File: config.mk
export PLATFORM = sky130hd
export DESIGN_NAME = tone_pair_steering_latch
export DESIGN_NICKNAME = d
export VERILOG_FILES = /design/src/tone_pkg.sv /design/src/tone_pair_steering_latch.sv /design/src/pin_synchronizer.sv
export SDC_FILE = /design/constraint.sdc
export NUM_CORES = 1
export LEC_CHECK = 0
export ABC_AREA = 1
export BUFFER_PORTS_ARGS = -buffer_cell sky130_fd_sc_hd__buf_4
export CORE_MARGIN = 2
export CORE_UTILIZATION = 40
export CTS_BUF_LIST = sky130_fd_sc_hd__clkbuf_16
export DETAILED_ROUTE_END_ITERATION = 6
export GPL_TIMING_DRIVEN = 0
export PLACE_DENSITY = 0.69
export SLEW_MARGIN = 20
export SYNTH_ARGS = -nofsm -noshare
export SYNTH_HDL_FRONTEND = slang
export SYNTH_HIERARCHICAL = 1
export SYNTH_SLANG_ARGS = --single-unit
File: constraint.sdc
create_clock -name clock -period 1.2 [get_ports clock]
set_input_delay 0.06 -clock clock [delete_from_list [all_inputs] [get_ports clock]]
set_output_delay 0.06 -clock clock [all_outputs]
set_load 0.01 [all_outputs]
File: src/tone_pkg.sv
// shared constants, states and carriers of the tone pair steering latch
package tone_pkg;

    // ==========================================================
    // register port
    localparam int REG_AW = 4;
    localparam int REG_DW = 32;
    localparam logic [REG_AW-1:0] ADDR_CTRL = 4'h0;
    localparam logic [REG_AW-1:0] ADDR_STATUS = 4'h4;
    localparam logic [REG_AW-1:0] ADDR_MASK = 4'h8;
    localparam logic [REG_AW-1:0] ADDR_CODE = 4'hC;

    // ==========================================================
    // control and event fields
    localparam int CTRL_SOFT_PD_BIT = 0;
    localparam int EV_W = 3;
    localparam int EV_LOADED = 0;
    localparam int EV_DROPPED = 1;
    localparam int EV_EARLY = 2;
    localparam logic [EV_W-1:0] EV_RESET = 3'h0;

    // ==========================================================
    // code register layout
    localparam int CODE_LATCH_LSB = 0;
    localparam int CODE_STD_BIT = 4;
    localparam int CODE_EARLY_BIT = 5;
    localparam int CODE_STATE_LSB = 6;
    localparam int CODE_PD_BIT = 8;

    // ==========================================================
    // pin synchroniser lanes
    localparam int PIN_PD = 0;
    localparam int PIN_TOE = 1;
    localparam int PIN_SEL = 2;
    localparam int PIN_THR = 3;
    localparam int PIN_HZC = 4;
    localparam int PIN_LZC = 5;
    localparam int PIN_XTAL = 6;
    localparam int PIN_COUNT = 7;
    // pulled-up pins rest high
    localparam logic [PIN_COUNT-1:0] PIN_RESET = 7'h03;

    // ==========================================================
    // key codes
    localparam logic [3:0] CODE_RESET = 4'h0;
    localparam logic [3:0] KEY_ZERO_STD = 4'hA;
    localparam logic [3:0] KEY_STAR_STD = 4'hB;
    localparam logic [3:0] KEY_D_STD = 4'h0;
    localparam logic [3:0] KEY_ZERO_ALT = 4'h0;
    localparam logic [3:0] KEY_STEP = 4'h1;

    // ==========================================================
    // types
    typedef enum logic [1:0]
    {
        S_HELD_LOW = 2'b00,
        S_RISING = 2'b01,
        S_HELD_HIGH = 2'b10,
        S_FALLING = 2'b11
    } steer_state_e;

    typedef struct packed
    {
        logic code_bit3;
        logic code_bit2;
        logic code_bit1;
        logic code_bit0;
        logic oe;
    } code_bus_s;

endpackage

File: src/tone_pair_steering_latch.sv
// steering, guard time and output latch of a dual-tone receiver
// What this block does
// power-down pin is active high; it stops the oscillator and powers down.
// system supplies the 3.579545 MHz reference that times the detection logic.
// all four code lines are driven while the output enable is high.
// all four code lines float while the output enable is low.
// output enable is pulled up, so outputs are enabled when undriven.
// enabled code lines show the latch holding the last validated pair.
// early steer rises as soon as a valid tone pair is judged present.
// early steer falls at once when the valid pair is judged gone.
// system links early steer through a guard network to the steering pin.
// after each early steer change the steering pin is released and watched.
// when the watched level crosses the threshold, the pin is driven to early steer.
// steering pin fully high loads the new code and raises delayed steer.
// steering pin fully low drops delayed steer and re-arms for the next pair.
// zero-crossing square waves of both tone groups are brought out for test.
// table select picks one of two 4-bit encodings of the sixteen keys.
// threshold comparator result is synchronised before it steers anything.
// reset or power-down clears the latch and holds both steer outputs low.
//
// Local design decisions: the strobed register port and the register offsets.
`timescale 1ns/1ns
`default_nettype none

module tone_pair_steering_latch (
    // clock and reset
    input wire logic clock,
    input wire logic resetn,
    // register port
    input wire logic [tone_pkg::REG_AW-1:0] reg_addr,
    input wire logic [tone_pkg::REG_DW-1:0] reg_wdata,
    input wire logic reg_write,
    input wire logic reg_read,
    output logic [tone_pkg::REG_DW-1:0] reg_rdata,
    output logic irq,
    // detector decision
    input wire logic pair_valid,
    input wire logic [3:0] pair_code,
    // pins in
    input wire logic power_down_in,
    input wire logic tristate_output_enable,
    input wire logic table_select,
    input wire logic steer_threshold,
    input wire logic high_group_zero_cross,
    input wire logic low_group_zero_cross,
    input wire logic xtal_in,
    // pins out
    output logic xtal_out,
    output logic early_steer_out,
    output logic delayed_steer_out,
    output logic steer_guard_out,
    output logic steer_guard_oe,
    output tone_pkg::code_bus_s code_bus,
    output logic high_group_square_out,
    output logic low_group_square_out
);

    // ==========================================================
    // declarations
    logic [tone_pkg::PIN_COUNT-1:0] pins_raw;
    logic [tone_pkg::PIN_COUNT-1:0] pins;
    logic ctrl_soft_pd;
    logic powered_down;
    logic thr;
    tone_pkg::steer_state_e state;
    tone_pkg::steer_state_e next_state;
    logic ev_load;
    logic ev_drop;
    logic ev_early;
    logic [3:0] pending_code;
    logic [3:0] code_latch;
    logic [tone_pkg::EV_W-1:0] status;
    logic [tone_pkg::EV_W-1:0] mask;
    logic [tone_pkg::EV_W-1:0] next_status;
    logic [tone_pkg::EV_W-1:0] next_mask;
    logic [tone_pkg::EV_W-1:0] status_clear;
    logic [tone_pkg::REG_DW-1:0] code_word;

    // ==========================================================
    // key encoding
    function automatic logic [3:0] encode_key(input logic [3:0] std_code, input logic alt);
        logic [3:0] result;
        result = std_code;
        if (alt)
        begin
            if (std_code == tone_pkg::KEY_ZERO_STD)
                result = tone_pkg::KEY_ZERO_ALT;
            else if (std_code == tone_pkg::KEY_D_STD || std_code >= tone_pkg::KEY_STAR_STD)
                result = std_code - tone_pkg::KEY_STEP;
        end
        return result;
    endfunction

    // ==========================================================
    // pin synchronisers
    assign pins_raw = {xtal_in, low_group_zero_cross, high_group_zero_cross, steer_threshold,
                       table_select, tristate_output_enable, power_down_in};

    pin_synchronizer #(
        .WIDTH(tone_pkg::PIN_COUNT),
        .RESET_VALUE(tone_pkg::PIN_RESET)
    ) u_pins (
        .clock(clock),
        .resetn(resetn),
        .pin_in(pins_raw),
        .level_out(pins)
    );

    assign powered_down = pins[tone_pkg::PIN_PD] | ctrl_soft_pd;
    assign thr = pins[tone_pkg::PIN_THR];

    // ==========================================================
    // oscillator and test squares
    always_ff @(posedge clock or negedge resetn)
    begin
        if (!resetn)
        begin
            xtal_out <= 1'b0;
            high_group_square_out <= 1'b0;
            low_group_square_out <= 1'b0;
        end
        else if (powered_down)
        begin
            xtal_out <= 1'b0;
            high_group_square_out <= 1'b0;
            low_group_square_out <= 1'b0;
        end
        else
        begin
            xtal_out <= ~pins[tone_pkg::PIN_XTAL];
            high_group_square_out <= pins[tone_pkg::PIN_HZC];
            low_group_square_out <= pins[tone_pkg::PIN_LZC];
        end
    end

    // ==========================================================
    // early steer and pending code
    assign ev_early = pair_valid & ~early_steer_out & ~powered_down;

    always_ff @(posedge clock or negedge resetn)
    begin
        if (!resetn)
            early_steer_out <= 1'b0;
        else if (powered_down)
            early_steer_out <= 1'b0;
        else
            early_steer_out <= pair_valid;
    end

    always_ff @(posedge clock or negedge resetn)
    begin
        if (!resetn)
            pending_code <= tone_pkg::CODE_RESET;
        else if (powered_down)
            pending_code <= tone_pkg::CODE_RESET;
        else if (ev_early)
            pending_code <= pair_code;
    end

    // ==========================================================
    // steering state machine
    always_comb
    begin
        next_state = state;
        ev_load = 1'b0;
        ev_drop = 1'b0;
        unique case (state)
            tone_pkg::S_HELD_LOW:
            begin
                if (early_steer_out)
                    next_state = tone_pkg::S_RISING;
            end
            tone_pkg::S_RISING:
            begin
                if (thr && early_steer_out)
                begin
                    next_state = tone_pkg::S_HELD_HIGH;
                    ev_load = 1'b1;
                end
                else if (!thr && !early_steer_out)
                    next_state = tone_pkg::S_HELD_LOW;
            end
            tone_pkg::S_HELD_HIGH:
            begin
                if (!early_steer_out)
                    next_state = tone_pkg::S_FALLING;
            end
            tone_pkg::S_FALLING:
            begin
                if (!thr && !early_steer_out)
                begin
                    next_state = tone_pkg::S_HELD_LOW;
                    ev_drop = 1'b1;
                end
                else if (thr && early_steer_out)
                    next_state = tone_pkg::S_HELD_HIGH;
            end
        endcase
    end

    always_ff @(posedge clock or negedge resetn)
    begin
        if (!resetn)
        begin
            state <= tone_pkg::S_HELD_LOW;
            steer_guard_oe <= 1'b1;
            steer_guard_out <= 1'b0;
        end
        else if (powered_down)
        begin
            state <= tone_pkg::S_HELD_LOW;
            steer_guard_oe <= 1'b1;
            steer_guard_out <= 1'b0;
        end
        else
        begin
            state <= next_state;
            steer_guard_oe <= (next_state == tone_pkg::S_HELD_LOW) ||
                              (next_state == tone_pkg::S_HELD_HIGH);
            steer_guard_out <= (next_state == tone_pkg::S_HELD_HIGH);
        end
    end

    // ==========================================================
    // output latch and delayed steer
    always_ff @(posedge clock or negedge resetn)
    begin
        if (!resetn)
        begin
            code_latch <= tone_pkg::CODE_RESET;
            delayed_steer_out <= 1'b0;
        end
        else if (powered_down)
        begin
            code_latch <= tone_pkg::CODE_RESET;
            delayed_steer_out <= 1'b0;
        end
        else if (ev_load)
        begin
            code_latch <= encode_key(pending_code, pins[tone_pkg::PIN_SEL]);
            delayed_steer_out <= 1'b1;
        end
        else if (ev_drop)
            delayed_steer_out <= 1'b0;
    end

    // ==========================================================
    // code outputs
    always_ff @(posedge clock or negedge resetn)
    begin
        if (!resetn)
            code_bus <= tone_pkg::code_bus_s'({tone_pkg::CODE_RESET, 1'b1});
        else
            code_bus <= tone_pkg::code_bus_s'({code_latch, pins[tone_pkg::PIN_TOE]});
    end

    // ==========================================================
    // registers
    assign status_clear = (reg_write && reg_addr == tone_pkg::ADDR_STATUS) ?
                          reg_wdata[tone_pkg::EV_W-1:0] : tone_pkg::EV_RESET;

    always_comb
    begin
        next_status = (status & ~status_clear) | {ev_early, ev_drop, ev_load};
        next_mask = mask;
        if (reg_write && reg_addr == tone_pkg::ADDR_MASK)
            next_mask = reg_wdata[tone_pkg::EV_W-1:0];
    end

    always_ff @(posedge clock or negedge resetn)
    begin
        if (!resetn)
            ctrl_soft_pd <= 1'b0;
        else if (reg_write && reg_addr == tone_pkg::ADDR_CTRL)
            ctrl_soft_pd <= reg_wdata[tone_pkg::CTRL_SOFT_PD_BIT];
    end

    always_ff @(posedge clock or negedge resetn)
    begin
        if (!resetn)
        begin
            status <= tone_pkg::EV_RESET;
            mask <= tone_pkg::EV_RESET;
            irq <= 1'b0;
        end
        else
        begin
            status <= next_status;
            mask <= next_mask;
            irq <= |(next_status & next_mask);
        end
    end

    always_comb
    begin
        code_word = '0;
        code_word[tone_pkg::CODE_LATCH_LSB +: 4] = code_latch;
        code_word[tone_pkg::CODE_STD_BIT] = delayed_steer_out;
        code_word[tone_pkg::CODE_EARLY_BIT] = early_steer_out;
        code_word[tone_pkg::CODE_STATE_LSB +: 2] = state;
        code_word[tone_pkg::CODE_PD_BIT] = powered_down;
    end

    always_ff @(posedge clock or negedge resetn)
    begin
        if (!resetn)
            reg_rdata <= '0;
        else if (reg_read)
        begin
            unique case (reg_addr)
                tone_pkg::ADDR_CTRL: reg_rdata <= {{(tone_pkg::REG_DW-1){1'b0}}, ctrl_soft_pd};
                tone_pkg::ADDR_STATUS: reg_rdata <= {{(tone_pkg::REG_DW-tone_pkg::EV_W){1'b0}}, status};
                tone_pkg::ADDR_MASK: reg_rdata <= {{(tone_pkg::REG_DW-tone_pkg::EV_W){1'b0}}, mask};
                tone_pkg::ADDR_CODE: reg_rdata <= code_word;
                default: reg_rdata <= '0;
            endcase
        end
        else
            reg_rdata <= '0;
    end

    // ==========================================================
    // assertions
    a_pd_osc_stop: assert property (@(posedge clock) disable iff (!resetn)
        powered_down |=> !xtal_out && !high_group_square_out)
        else $error("oscillator output ran during power-down");

    a_code_driven: assert property (@(posedge clock) disable iff (!resetn)
        pins[tone_pkg::PIN_TOE] |=> code_bus.oe)
        else $error("code lines not driven with enable high");

    a_code_float: assert property (@(posedge clock) disable iff (!resetn)
        !pins[tone_pkg::PIN_TOE] |=> !code_bus.oe)
        else $error("code lines driven with enable low");

    a_code_value: assert property (@(posedge clock) disable iff (!resetn)
        code_bus.oe |-> ({code_bus.code_bit3, code_bus.code_bit2,
                          code_bus.code_bit1, code_bus.code_bit0} == $past(code_latch)))
        else $error("code lines differ from latch");

    a_early_follow: assert property (@(posedge clock) disable iff (!resetn)
        (pair_valid && !powered_down) |=> early_steer_out)
        else $error("early steer missed a valid pair");

    a_early_drop: assert property (@(posedge clock) disable iff (!resetn)
        !pair_valid |=> !early_steer_out)
        else $error("early steer stayed high without a valid pair");

    a_pin_release: assert property (@(posedge clock) disable iff (!resetn)
        (state == tone_pkg::S_HELD_LOW && early_steer_out && !powered_down)
        |=> !steer_guard_oe ##1 (!steer_guard_oe || thr))
        else $error("steering pin not released after early steer change");

    a_pin_drive: assert property (@(posedge clock) disable iff (!resetn)
        (state == tone_pkg::S_RISING && thr && early_steer_out && !powered_down)
        |=> steer_guard_oe && steer_guard_out)
        else $error("steering pin not driven high after threshold crossing");

    a_load_std: assert property (@(posedge clock) disable iff (!resetn)
        $rose(delayed_steer_out) |-> $past(state) == tone_pkg::S_RISING && steer_guard_out)
        else $error("delayed steer rose without the pin going high");

    a_table_map: assert property (@(posedge clock) disable iff (!resetn)
        $rose(delayed_steer_out)
        |-> code_latch == encode_key($past(pending_code), $past(pins[tone_pkg::PIN_SEL])))
        else $error("latched code does not match the chosen table");

    a_std_fall: assert property (@(posedge clock) disable iff (!resetn)
        (state == tone_pkg::S_FALLING && !thr && !early_steer_out && !powered_down)
        |=> !delayed_steer_out && state == tone_pkg::S_HELD_LOW && !steer_guard_out)
        else $error("delayed steer did not drop with the pin low");

    a_square_out: assert property (@(posedge clock) disable iff (!resetn)
        (!powered_down && pins[tone_pkg::PIN_LZC]) |=> low_group_square_out)
        else $error("low group square wave not passed out");

    a_pd_clear: assert property (@(posedge clock) disable iff (!resetn)
        powered_down |=> code_latch == tone_pkg::CODE_RESET && !early_steer_out
                         && !delayed_steer_out)
        else $error("power-down did not clear latch and steer outputs");

endmodule

`default_nettype wire

File: src/pin_synchronizer.sv
// three-stage pin synchroniser with agreement filter
`timescale 1ns/1ns
`default_nettype none

module pin_synchronizer #(
    parameter int WIDTH = 1,
    parameter logic [WIDTH-1:0] RESET_VALUE = '0
) (
    // clock and reset
    input wire logic clock,
    input wire logic resetn,
    // pins
    input wire logic [WIDTH-1:0] pin_in,
    // filtered levels
    output logic [WIDTH-1:0] level_out
);

    logic [WIDTH-1:0] stage1;
    logic [WIDTH-1:0] stage2;
    logic [WIDTH-1:0] stage3;
    logic [WIDTH-1:0] agree;

    assign agree = ~(stage2 ^ stage3);

    always_ff @(posedge clock or negedge resetn)
    begin
        if (!resetn)
        begin
            stage1 <= RESET_VALUE;
            stage2 <= RESET_VALUE;
            stage3 <= RESET_VALUE;
            level_out <= RESET_VALUE;
        end
        else
        begin
            stage1 <= pin_in;
            stage2 <= stage1;
            stage3 <= stage2;
            level_out <= (stage3 & agree) | (level_out & ~agree);
        end
    end

    a_sync_agree: assert property (@(posedge clock) disable iff (!resetn)
        (stage2 == stage3) |=> (level_out == $past(stage3)))
        else $error("synchronised level did not follow agreeing stages");

    a_sync_hold: assert property (@(posedge clock) disable iff (!resetn)
        (stage2 != stage3) |=> $stable(level_out))
        else $error("synchronised level moved while stages disagreed");

endmodule

`default_nettype wire

==> results.ini <==
[worst_setup_path]
start_kind=flop
cp.arrival_ps=1540
critPathBufInv=2
crit-reg2reg-launch=pending_code[0]
path_cells=inv_2, ha_4, nand2_2, nand2_2, buf_4, nand4_1, nand2_1, nand3_2, nand2_1
crit_fanout=5
cp_slowest_cell=dfrtp_1
reg2reg_setup_slack_ps=-70
critPathKind=reg -> reg
cp_top_family=simple AND/OR/NAND/NOR gates
startpoint=pending_code[0]
cpPeakStageDelay_ps=400
crit_required_ps=1460
crit_path_end_kind=flop

[floorplan]
core_sq_um=6680
rows=30
die_w_um=86.5
start_util_pct=40.7
die_area_sq_um=7480
dieHeight_um=86.5
io_pins=97

[yosys]
ys_seq_elements=67
synthXorXnorAreaFrac_pct=0.322
synth_cell_types=25
postSynthAreaPerCell_sq_um=10.1
synth-simple-area-share_pct=19.7
synth_compound_area_share_pct=4.42
syn_area_sq_um=2720
synthAdderAreaFrac_pct=1.84
synth_top_family_by_area=simple AND/OR/NAND/NOR gates
synth_cells=269
synthMuxAreaShare_pct=0
ys_seq_area_share_pct=62.1
yosys_warnings=6

[route]
firstDrtPassIters=4
detailroute.wirelength.met3_um=248
drc=0
top_layer=met4
wl_um=4900
wl_met1_um=2100
vias=1943
wl_met2_um=2430
drtIter0Drc=74
wl_per_cell_um=10.7
ant_nets=0
avgViaCountPerCell=4.26

[pwr]
swShare_pct=23.7
pwr-share-clk_pct=45.3
p_switching_mw=1.52
p_int_mw=4.90
p_leak_nw=1.99
seqPwrFrac_pct=40.3
ir_drop_v=0.000772
power_density_nw_per_um2=1670
power_mw=6.42
power_frac_comb_pct=14.4

[placement]
preCtsSetupSlack_ps=-121
hpwl_um=3250
gp_congestion=0.840
place_inst=415
portBuffers=44

[job]
cap_violations=0

[clocking]
path_clk_slew_ps=50
htreeDepth=3
cts_buffers=9
insertion_delay_ps=330
cts_tree=yes
max-clock-path-buffers=2
cts_sinks=67
cts_root_buf=clkbuf_16

[cells_and_area]
diodes=0
area_delta_synth_final_pct=41.4
drive_above_1_share_pct=37.0
final_nets=427
final_core_util_pct=57.5
final_cells=456

[grt]
overflow=0
grt_pass1_vias=1757
grt_use_total_pct=14.1
grt_first_pass_wirelength_um=7900
antenna_found_initial=0
grt_start_max_net_pins=68

[worst_hold_path]
min_path_type=in -> reg
min-delay-start=reg_wdata[2]

[sta]
period_needed_ps=1270
fin_ws_ps=-73.0
fmax_mhz=786
slew_viol_final=0
hold_viol=0
finalCritPeriodShare_pct=106
worst-slew-pin-transition_ps=809
slew_headroom_pct=46.0
setup_viol=4
skew_ps=9.61
rsz0062_at_grt=yes

[status]
outcome=complete, but fails checks
violations=negative setup slack

[area by class of cell]
type / instances / area (sq um)
plain buffers: 23 / 173
inverters: 37 / 141
clock buffers: 9 / 225
fillers: 589 / 2840
flip-flops and latches: 67 / 1690
multi-input cells: 164 / 857
repair buffers: 69 / 551
well taps: 80 / 100
clock inverters: 7 / 109
[Yosys cell counts]
master    count  area [sq um]
a21boi_1      1          7.51
buf_4        23           173
dfrtp_1      57          1430
nor3_4        1          16.3
nand2_2       1          6.26
o21ai_1       5          25.0
nor2_1       25          93.8
inv_2        11          41.3
o21ai_2       4          35.0
o31ai_1       1          7.51
nand3_1      19          95.1
nand2_1      55           206
conb_1        1          3.75
o21ai_0       1          5.00
nor2_4        2          22.5
dfstp_2      10           263
ha_1          4          50.1
a21oi_1       8          40.0
nand4_1       6          37.5
nand3_2       1          10.0
nor2_2        3          18.8
xor2_1        1          8.76
nor2_8        1          20.0
nor3_1        2          10.0
inv_1        26          97.6
[cells by family (layout without fill, tap and decap cells)]
family,after synthesis,count (layout)
buf+inv,60,145
fa+ha+maj,4,4
xor+xnor,1,1
flops,67,67
compound gates,20,20
simple gates,116,116
other cells,1,23
[timing repair]
action	in CTS	in global routing
hold endpoints to repair	70	0
gates cloned	0	0
setup buffers	10	2
setup endpoints to repair	5	9
pin swaps	9	1
hold buffers	13	0
gates resized for setup	10	1
[power groups by stage]
| stage | clock, mW | sequential (mW) | combinational (mW) |
|---|---|---|---|
| 2_1_floorplan | 0 | 2.62 | 0.457 |
| 5_1_grt | 3.10 | 2.61 | 1.02 |
| 4_1_cts | 2.98 | 2.59 | 0.898 |
| 3_5_place_dp | 0 | 2.62 | 0.735 |
| 3_3_place_gp | 0 | 2.62 | 0.722 |
| 6_report | 2.91 | 2.59 | 0.926 |
[per-stage QoR]
| step | area, sq um | setup TNS [ps] | hold WS [ps] |
|---|---|---|---|
| 3_3_place_gp | 3250 | -343 | 169 |
| 3_5_place_dp | 3250 | -447 | 171 |
| 6_report | 3840 | -201 | 12.5 |
| 4_1_cts | 3830 | -149 | 2.32 |
| 2_1_floorplan | 2820 | 0 | -236 |
| 5_1_grt | 3840 | -857 | 12.2 |
[final timing paths]
path | end | depth (start not counted)
worst min register to register | u_pins/stage2[4] | 0
min in group asynchronous | u_pins/stage1[6] | 2
worst min-delay path | mask[2] | 3
worst max-delay path | code_latch[2] | 9
max in group asynchronous | pending_code[0] | 2
worst max register to register | code_latch[2] | 9
[routing by layer]
metal / global-route usage (%) / vias up
met3: 4.38 / 10
met4: 8.66 / 0
met2: 22.4 / 51
met5: 0 / -
li1: - / 1001
met1: 16.8 / 881
[worst register-to-register path, delay by kind of cell (launching register included)]
family	cells	cell delay, ps
flops	1	400
simple gates	6	440
fa+ha+maj	1	140
buf+inv	2	240
[cells in the final DEF (no fill, tap or decap), types with 2 or more instances in the layout]
cell type and n:
clkbuf_16 9, nand3_2 5, inv_1 25, dfrtp_1 57, nor2_2 4, dlygate4sd3_1 13
nand4_1 6, a21oi_1 8, nand3_1 15, conb_1 23, nand2_2 4, clkinv_1 2
nor2_1 23, inv_2 12, bufinv_16 3, buf_4 79, o21ai_2 4, nor2_4 3
ha_1 3, nand2_1 52, o21ai_1 5, dfstp_2 10
(Power assumes the default switching activity.)
